**src/rtl/ep_status_map.svh**
```systemverilog
// register map, field positions and reset values of the endpoint block
// assumes a 32-bit apb data path and byte addresses on paddr
`ifndef EP_STATUS_MAP_SVH
`define EP_STATUS_MAP_SVH

// ----------------------------------------------------------------
// register addresses
// ----------------------------------------------------------------
`define EP_ADDR_CFG 32'h40020100
`define EP_ADDR_STATUS 32'h40020130
`define EP_ADDR_FLAG_CLEAR 32'h40020160
`define EP_ADDR_IRQ_EN 32'h400201f0

// ----------------------------------------------------------------
// field positions
// ----------------------------------------------------------------
`define EP_NFLAGS 8
`define EP_FLAGS 7:0
`define EP_CFG_KIND 1:0
`define EP_CFG_DIR_IN 8
`define EP_CFG_STALL 9
`define EP_CFG_NBANK 13:12
`define EP_ST_BANK 17:16
`define EP_ST_FIFO_ACCESS_ALLOWED 18
`define EP_ST_CONTROL_DATA_DIRECTION 19

// ----------------------------------------------------------------
// flag bit indices
// ----------------------------------------------------------------
`define EP_FLAG_IN_SENT 0
`define EP_FLAG_OUT_RX 1
`define EP_FLAG_SETUP_RX 2
`define EP_FLAG_OUT_NAK 3
`define EP_FLAG_IN_NAK 4
`define EP_FLAG_OVERFLOW 5
`define EP_FLAG_STALL_SENT 6
`define EP_FLAG_SHORT_PKT 7

// ----------------------------------------------------------------
// encodings and reset values
// ----------------------------------------------------------------
`define EP_KIND_CONTROL 2'h0
`define EP_KIND_ISO 2'h1
`define EP_KIND_BULK 2'h2
`define EP_KIND_INTR 2'h3
`define EP_BANK_0 2'h0
`define EP_BANK_1 2'h1
`define EP_BANK_2 2'h2
`define EP_BANK_RSVD 2'h3
`define EP_NBANK_RST 2'h1
`define EP_ZERO32 32'h00000000
`define EP_ZERO8 8'h00

`endif

```
**src/rtl/ep_status_pkg.sv**
```systemverilog
// types shared by the endpoint status block
// assumes ep_status_map.svh for widths
`include "ep_status_map.svh"

package ep_status_pkg;

  // ----------------------------------------------------------------
  // link side events from the usb engine
  // ----------------------------------------------------------------
  typedef struct packed {
    logic [`EP_NFLAGS-1:0] flag_set;
    logic setup_rx;
    logic setup_dir_in;
    logic bank_room;
    logic bank_data;
    logic error;
    logic bank_switch;
  } link_evt_t;

  // ----------------------------------------------------------------
  // endpoint configuration
  // ----------------------------------------------------------------
  typedef struct packed {
    logic [1:0] endpoint_kind;
    logic dir_in;
    logic stall_handshake_request;
    logic [1:0] nbank;
  } ep_cfg_t;

  // ----------------------------------------------------------------
  // apb slave states
  // ----------------------------------------------------------------
  typedef enum logic [1:0] {
    APB_IDLE = 2'b01,
    APB_RESP = 2'b10
  } apb_state_t;

endpackage : ep_status_pkg

```
**src/rtl/ep_status_top.sv**
```systemverilog
// endpoint status, fifo access flag and flag clear register over apb
// assumes link events are synchronous to pclk, apb master per protocol
//
// Our own choice: the APB register port.
`timescale 1ns/1ps
`include "ep_status_map.svh"

module ep_status_top
  import ep_status_pkg::*;
(
  // clock and reset
  input wire logic pclk,
  input wire logic presetn,
  // apb slave
  input wire logic psel,
  input wire logic penable,
  input wire logic pwrite,
  input wire logic [31:0] paddr,
  input wire logic [31:0] pwdata,
  output logic [31:0] prdata,
  output logic pready,
  output logic pslverr,
  // usb engine events
  input wire link_evt_t link_in,
  // endpoint state
  output logic [`EP_NFLAGS-1:0] endpoint_flag_status,
  output logic [1:0] current_bank_index,
  output logic fifo_access_allowed,
  output logic control_data_direction,
  output logic irq
);

  // ----------------------------------------------------------------
  // state
  // ----------------------------------------------------------------
  apb_state_t state_q, state_d;
  ep_cfg_t cfg_q, cfg_d;
  logic [31:0] prdata_q, prdata_d;
  logic pready_q, pready_d;
  logic pslverr_q, pslverr_d;
  logic [`EP_NFLAGS-1:0] irq_en_q, irq_en_d;
  logic [`EP_NFLAGS-1:0] flags_q;
  logic [1:0] bank_q, bank_d;
  logic switch_q, switch_d;
  logic fifo_access_allowed_q, fifo_access_allowed_d;
  logic control_data_direction_q, control_data_direction_d;
  logic irq_q, irq_d;

  // ----------------------------------------------------------------
  // apb decode
  // ----------------------------------------------------------------
  wire apb_setup = psel && !penable;
  wire apb_done = psel && penable && pready_q;
  wire wr_done = apb_done && pwrite;
  wire hit_cfg = (paddr == `EP_ADDR_CFG);
  wire hit_status = (paddr == `EP_ADDR_STATUS);
  wire hit_clr = (paddr == `EP_ADDR_FLAG_CLEAR);
  wire hit_en = (paddr == `EP_ADDR_IRQ_EN);
  wire hit_any = hit_cfg || hit_status || hit_clr || hit_en;
  wire kind_is_ctrl = (cfg_q.endpoint_kind == `EP_KIND_CONTROL);
  wire kind_clr_ok = kind_is_ctrl ||
    (cfg_q.endpoint_kind == `EP_KIND_BULK) ||
    (cfg_q.endpoint_kind == `EP_KIND_INTR);
  wire clr_wr = wr_done && hit_clr && kind_clr_ok;
  // bit i of the write clears flag i, except on isochronous endpoints
  wire [`EP_NFLAGS-1:0] clr_req = clr_wr ? pwdata[`EP_FLAGS] :
    `EP_ZERO8;

  // ----------------------------------------------------------------
  // read data
  // ----------------------------------------------------------------
  wire [31:0] rd_cfg = {18'h00000, cfg_q.nbank, 2'h0,
    cfg_q.stall_handshake_request, cfg_q.dir_in, 6'h00,
    cfg_q.endpoint_kind};
  wire [31:0] rd_status = {12'h000, control_data_direction_q, fifo_access_allowed_q, bank_q,
    8'h00, flags_q};
  wire [31:0] rd_en = {24'h000000, irq_en_q};
  wire [31:0] rd_data = hit_cfg ? rd_cfg :
    hit_status ? rd_status :
    hit_en ? rd_en :
    `EP_ZERO32;

  // ----------------------------------------------------------------
  // apb handshake
  // ----------------------------------------------------------------
  always_comb begin
    state_d = state_q;
    prdata_d = prdata_q;
    pready_d = pready_q;
    pslverr_d = pslverr_q;
    case (state_q)
      APB_IDLE: begin
        if (apb_setup) begin
          state_d = APB_RESP;
          pready_d = 1'b1;
          pslverr_d = !hit_any;
          prdata_d = pwrite ? `EP_ZERO32 : rd_data;
        end
      end
      APB_RESP: begin
        if (apb_done) begin
          state_d = APB_IDLE;
          pready_d = 1'b0;
          pslverr_d = 1'b0;
          prdata_d = `EP_ZERO32;
        end
      end
      default: begin
        state_d = APB_IDLE;
        pready_d = 1'b0;
        pslverr_d = 1'b0;
        prdata_d = `EP_ZERO32;
      end
    endcase
  end

  // ----------------------------------------------------------------
  // software registers
  // ----------------------------------------------------------------
  assign cfg_d = (wr_done && hit_cfg) ? '{
    endpoint_kind: pwdata[`EP_CFG_KIND],
    dir_in: pwdata[`EP_CFG_DIR_IN],
    stall_handshake_request: pwdata[`EP_CFG_STALL],
    nbank: pwdata[`EP_CFG_NBANK]} : cfg_q;
  assign irq_en_d = (wr_done && hit_en) ? pwdata[`EP_FLAGS] : irq_en_q;

  // ----------------------------------------------------------------
  // fifo access flag
  // ----------------------------------------------------------------
  wire access_block = cfg_q.stall_handshake_request || link_in.error;
  wire access_cond = cfg_q.dir_in ? link_in.bank_room :
    link_in.bank_data;
  assign fifo_access_allowed_d = !access_block && access_cond;

  // ----------------------------------------------------------------
  // current bank, one cycle behind the engine's switch
  // ----------------------------------------------------------------
  wire [1:0] bank_last = (cfg_q.nbank == 2'h0) ? `EP_BANK_0 :
    (cfg_q.nbank > 2'h2) ? `EP_BANK_2 :
    cfg_q.nbank - 2'h1;
  wire [1:0] bank_next = (bank_q >= bank_last) ? `EP_BANK_0 :
    bank_q + 2'h1;
  assign switch_d = link_in.bank_switch && !kind_is_ctrl;
  assign bank_d = kind_is_ctrl ? `EP_BANK_0 :
    switch_q ? bank_next : bank_q;

  // ----------------------------------------------------------------
  // control direction and interrupt
  // ----------------------------------------------------------------
  assign control_data_direction_d = link_in.setup_rx ? link_in.setup_dir_in :
    control_data_direction_q;
  assign irq_d = |(flags_q & irq_en_q);

  // ----------------------------------------------------------------
  // flags
  // ----------------------------------------------------------------
  ep_flag_bank #(
    .W(`EP_NFLAGS)
  ) u_flags (
    .pclk(pclk),
    .presetn(presetn),
    .set_evt(link_in.flag_set),
    .clr_req(clr_req),
    .flags_q(flags_q)
  );

  // ----------------------------------------------------------------
  // flip-flops
  // ----------------------------------------------------------------
  always_ff @(posedge pclk or negedge presetn) begin
    if (!presetn) begin
      state_q <= APB_IDLE;
      prdata_q <= `EP_ZERO32;
      pready_q <= 1'b0;
      pslverr_q <= 1'b0;
    end else begin
      state_q <= state_d;
      prdata_q <= prdata_d;
      pready_q <= pready_d;
      pslverr_q <= pslverr_d;
    end
  end

  always_ff @(posedge pclk or negedge presetn) begin
    if (!presetn) begin
      cfg_q <= '{endpoint_kind: `EP_KIND_CONTROL, dir_in: 1'b0,
        stall_handshake_request: 1'b0, nbank: `EP_NBANK_RST};
      irq_en_q <= `EP_ZERO8;
    end else begin
      cfg_q <= cfg_d;
      irq_en_q <= irq_en_d;
    end
  end

  always_ff @(posedge pclk or negedge presetn) begin
    if (!presetn) begin
      bank_q <= `EP_BANK_0;
      switch_q <= 1'b0;
      fifo_access_allowed_q <= 1'b0;
      control_data_direction_q <= 1'b0;
      irq_q <= 1'b0;
    end else begin
      bank_q <= bank_d;
      switch_q <= switch_d;
      fifo_access_allowed_q <= fifo_access_allowed_d;
      control_data_direction_q <= control_data_direction_d;
      irq_q <= irq_d;
    end
  end

  // ----------------------------------------------------------------
  // outputs
  // ----------------------------------------------------------------
  assign prdata = prdata_q;
  assign pready = pready_q;
  assign pslverr = pslverr_q;
  assign endpoint_flag_status = flags_q;
  assign current_bank_index = bank_q;
  assign fifo_access_allowed = fifo_access_allowed_q;
  assign control_data_direction = control_data_direction_q;
  assign irq = irq_q;
endmodule : ep_status_top

```
**src/rtl/ep_flag_bank.sv**
```systemverilog
// sticky endpoint flags, one per bit
// assumes set and clear are one-cycle pulses in the pclk domain
`timescale 1ns/1ps

module ep_flag_bank #(
  parameter int W = 8
) (
  // clock and reset
  input wire logic pclk,
  input wire logic presetn,
  // set and clear pulses
  input wire logic [W-1:0] set_evt,
  input wire logic [W-1:0] clr_req,
  // flag state
  output logic [W-1:0] flags_q
);

  // ----------------------------------------------------------------
  // per-bit sticky flag, set beats clear
  // ----------------------------------------------------------------
  genvar i;
  generate
    for (i = 0; i < W; i++) begin : g_flag
      always_ff @(posedge pclk or negedge presetn) begin
        if (!presetn) begin
          flags_q[i] <= 1'b0;
        end else if (set_evt[i]) begin
          flags_q[i] <= 1'b1;
        end else if (clr_req[i]) begin
          flags_q[i] <= 1'b0;
        end
      end
    end
  endgenerate

endmodule : ep_flag_bank

```
**config.mk**
```make
export PLATFORM = sky130hd
export DESIGN_NAME = ep_status_top
export DESIGN_NICKNAME = d
export VERILOG_FILES = /design/src/rtl/ep_status_pkg.sv /design/src/rtl/ep_status_top.sv /design/src/rtl/ep_flag_bank.sv
export VERILOG_INCLUDE_DIRS = /design/src /design/src/rtl
export SDC_FILE = /design/constraint.sdc
export NUM_CORES = 1
export LEC_CHECK = 0
export BUFFER_PORTS_ARGS = -buffer_cell sky130_fd_sc_hd__buf_2
export CORE_MARGIN = 2
export CORE_UTILIZATION = 30
export DETAILED_ROUTE_END_ITERATION = 7
export SYNTH_ARGS = -nofsm -noshare
export SYNTH_HDL_FRONTEND = slang
export SYNTH_SLANG_ARGS = --single-unit
```
**constraint.sdc**
```tcl
create_clock -name pclk -period 3.8 [get_ports pclk]
set_input_delay 0.57 -clock pclk [delete_from_list [all_inputs] [get_ports pclk]]
set_output_delay 0.57 -clock pclk [all_outputs]
set_load 0.02 [all_outputs]
```
==> impl_metrics.csv <==
group,metric,value,unit
min_path,hold_class,"input pin to register",
place,post-place-cells,405,
sta,fmax,402.1,MHz
critical_path,crit_type,"input pin to register",
clock_tree,clk_pin_slew,0.08,ns
sta,hold_viol,0,
routing,dr.pass1.iters,4,
logic_synthesis,synth_cells,214,
clock_tree,cts_sinks,47,
critical_path,cp_top_family,"simple AND/OR/NAND/NOR gates",
critical_path,end_kind,"register",
floorplanning,die_height,93.14,µm
critical_path,cp-start-kind,"input pin",
floorplanning,dieWidth,93.14,µm
critical_path,slowest_delay,0.60,ns
clock_tree,cts_buffer_depth,2,
global_routing,antenna_found_initial,0,
critical_path,slowest_stage,"or4b_1",
logic_synthesis,yosys.area.top_type,"dfrtp_1",
sta,period_share,65.45,%
sta,period_needed,2.487,ns
cells_and_area,fillCellCount,779,
global_routing,grt-ovfl-total,0,
logic_synthesis,synthTopCellsByArea,"dfrtp_1 47%, mux2_2 6.1%, buf_4 5.0%",
logic_synthesis,syn_avg_cell_area,11.14,µm²
critical_path,arrival,2.67,ns
clock_tree,cts_hold_buf,0,
logic_synthesis,synth_edf_count,0,
floorplanning,num_rows,32,
sta,tightest_slew,1.051,ns
clock_tree,cts_tree,"done",
logic_synthesis,yosys_warnings,0,
place,place_area,2909,µm²
logic_synthesis,ys_types,41,
logic_synthesis,yosysSeqAreaShare,49.45,%
routing,viasPerCell,4.915,
global_routing,grt_first_pass_wirelength,9453,µm
clock_tree,clockRootBuffer,"clkbuf_8",
routing,drt_wl_total,5846,µm
routing,vias,2030,
floorplanning,start_util,30.85,%
sta,slew_violations,0,
logic_synthesis,yosys.cell_count.top_type,"dfrtp_1",
logic_synthesis,async_reset_ff_share,100.0,%
cells_and_area,insertedDiodeCount,0,
outcome,status,"complete, no violations",
cells_and_area,area_delta_synth_final,27.61,%
place,gp_routability_congestion,0.7434,
floorplanning,ios,130,
global_routing,grt_pass1_vias,1986,
cells_and_area,nets,395,
critical_path,crit_required,3.98,ns
global_routing,grt_max_degree,48,
logic_synthesis,synth_top_area_share,47.24,%
pwr,p_leak,1.410,nW
clock_tree,cts_inserted_buffers,5,
clock_tree,htree_levels,2,
floorplanning,dieArea,8674,µm²
logic_synthesis,syn-cell-area,2384,µm²
sta,finalSetupViolations,0,
routing,wl_per_cell,14.15,µm
run,cap_viol_max_count,0,
routing,drcViolationCount,0,
clock_tree,clkLatencyLatePin,0.29,ns
sta,finalClockSkew,0.003023,ns
clock_tree,post-cts-setup-buffers,0,
clock_tree,cts_resized,0,
sta,maxSlewHeadroom,29.92,%
logic_synthesis,yosys-top-cells-count,"45 x dfrtp_1, 16 x buf_4, 14 x nand4_1, 13 x mux2_2, 13 x nand2_1",
place,hpwlAfterDp,4591,µm
cells_and_area,drive_gt1_share,39.87,%
critical_path,critPathMaxFanout,8,
cells_and_area,fin_cells,413,
pwr,p_per_area,350.1,nW/µm²
place,io_buffers,93,
critical_path,cp_num_buf_inv,1,
sta,grt_setup_unrepaired,"false",
critical_path,crit_chain,"buf_2 > or4b_1 > nor4_2 > nand4_1 > mux2_2",
routing,antenna_left,0,
cells_and_area,final_area,3042,µm²
global_routing,grtUsageTotal,13.94,%
routing,drt_iter0_drc,58,
logic_synthesis,synth_seq_cells,47,
sta,finalWorstSetupSlack,1.313,ns
place,pre_cts_ws,1.006,ns
logic_synthesis,ys.flop_type,"dfrtp_1",
pwr,peakVddDrop,202.3,µV
sta,setup_tns,0,ns
floorplanning,coreArea,7727,µm²
[cell usage in the layout, fill, tap and decap left out, drive strengths merged, types with 2 or more instances in the layout]
cell type	Yosys	final
o211ai	2	2
nand2	13	13
nor2b	3	3
clkbuf	4	6
nand4	14	14
conb	1	16
inv	6	6
a32o	4	4
buf	17	95
a21o	9	9
nor4	8	8
nor4b	4	4
xnor2	2	2
mux2	15	15
dfrtp	45	45
a21oi	4	4
a22o	7	7
a22oi	11	11
nor2	5	5
dfstp	2	2
bufinv	0	2
nand3b	2	2
nand2b	4	4
or4	4	4
ha	2	2
nand3	2	2
a211oi	2	2
nor3	2	2
o21ai	11	11
[metrics by stage]
stage | utilization, % | power [mW] | hold WS, ns
CTS | 39.36 | 1.083 | 0.4319
global route | 39.36 | 1.114 | 0.4250
detailed placement | 37.65 | 0.6542 | 0.4722
finish | 39.36 | 1.065 | 0.4375
global placement | 37.65 | 0.6529 | 0.4585
floorplan | - | 0.5981 | 0.2744
[final cells by class]
type | instances | area, µm² | share of cell area (%)
clock inverters | 2 | 60.06 | 1.974
repair buffers | 95 | 480.5 | 15.80
inverters | 6 | 22.52 | 0.7404
clock buffers | 6 | 72.57 | 2.386
multi-input cells | 155 | 1100 | 36.16
flip-flops and latches | 47 | 1179 | 38.75
well taps | 102 | 127.6 | 4.196
[state kept, by name, summed over array words and instances, names as in the netlist, 2 cells and up]
name / cells
state_q: 2
u_flags.flags_q: 8
prdata: 16
irq_en_q: 8
current_bank_index: 2
cfg_q: 6
[logic make-up after synthesis]
family	share of synthesized area, %
AO/OA/AOI/OAI	16.06
XOR/XNOR	0.7350
adder cells (fa/ha/maj)	1.050
buffers and inverters	6.771
flip-flops	49.45
multiplexers	7.506
other	0.1573
AND/OR/NAND/NOR	18.27
[per-layer routing]
layer	vias up	GRT usage [%]	routed length [µm]
met5	-	0	0
met4	0	4.289	75
met3	6	3.143	410
met2	85	23.85	2884
met1	961	17.54	2476
li1	978	-	-
[worst paths after layout]
| path | start | depth (start not counted) | slack, ns | to |
|---|---|---|---|---|
| setup / recovery | paddr[12] | 5 | 1.31 | irq_en_q[5] |
| hold / removal | link_in[1] | 2 | 0.44 | fifo_access_allowed |
| setup reg to reg | state_q[1] | 4 | 1.56 | u_flags.flags_q[4] |
| hold reg to reg | cfg_q[2] | 1 | 0.48 | fifo_access_allowed |
| max in group asynchronous | presetn | 1 | 2.69 | state_q[1] |
| min in group asynchronous | presetn | 1 | 0.45 | prdata[18] |
[power breakdown]
part | switching (mW) | internal (mW) | total (mW)
sequential | 0.00739 | 0.507 | 0.515
combinational | 0.0798 | 0.0475 | 0.127
clock | 0.160 | 0.263 | 0.423
Note: power is estimated with default switching activity, not from simulation.
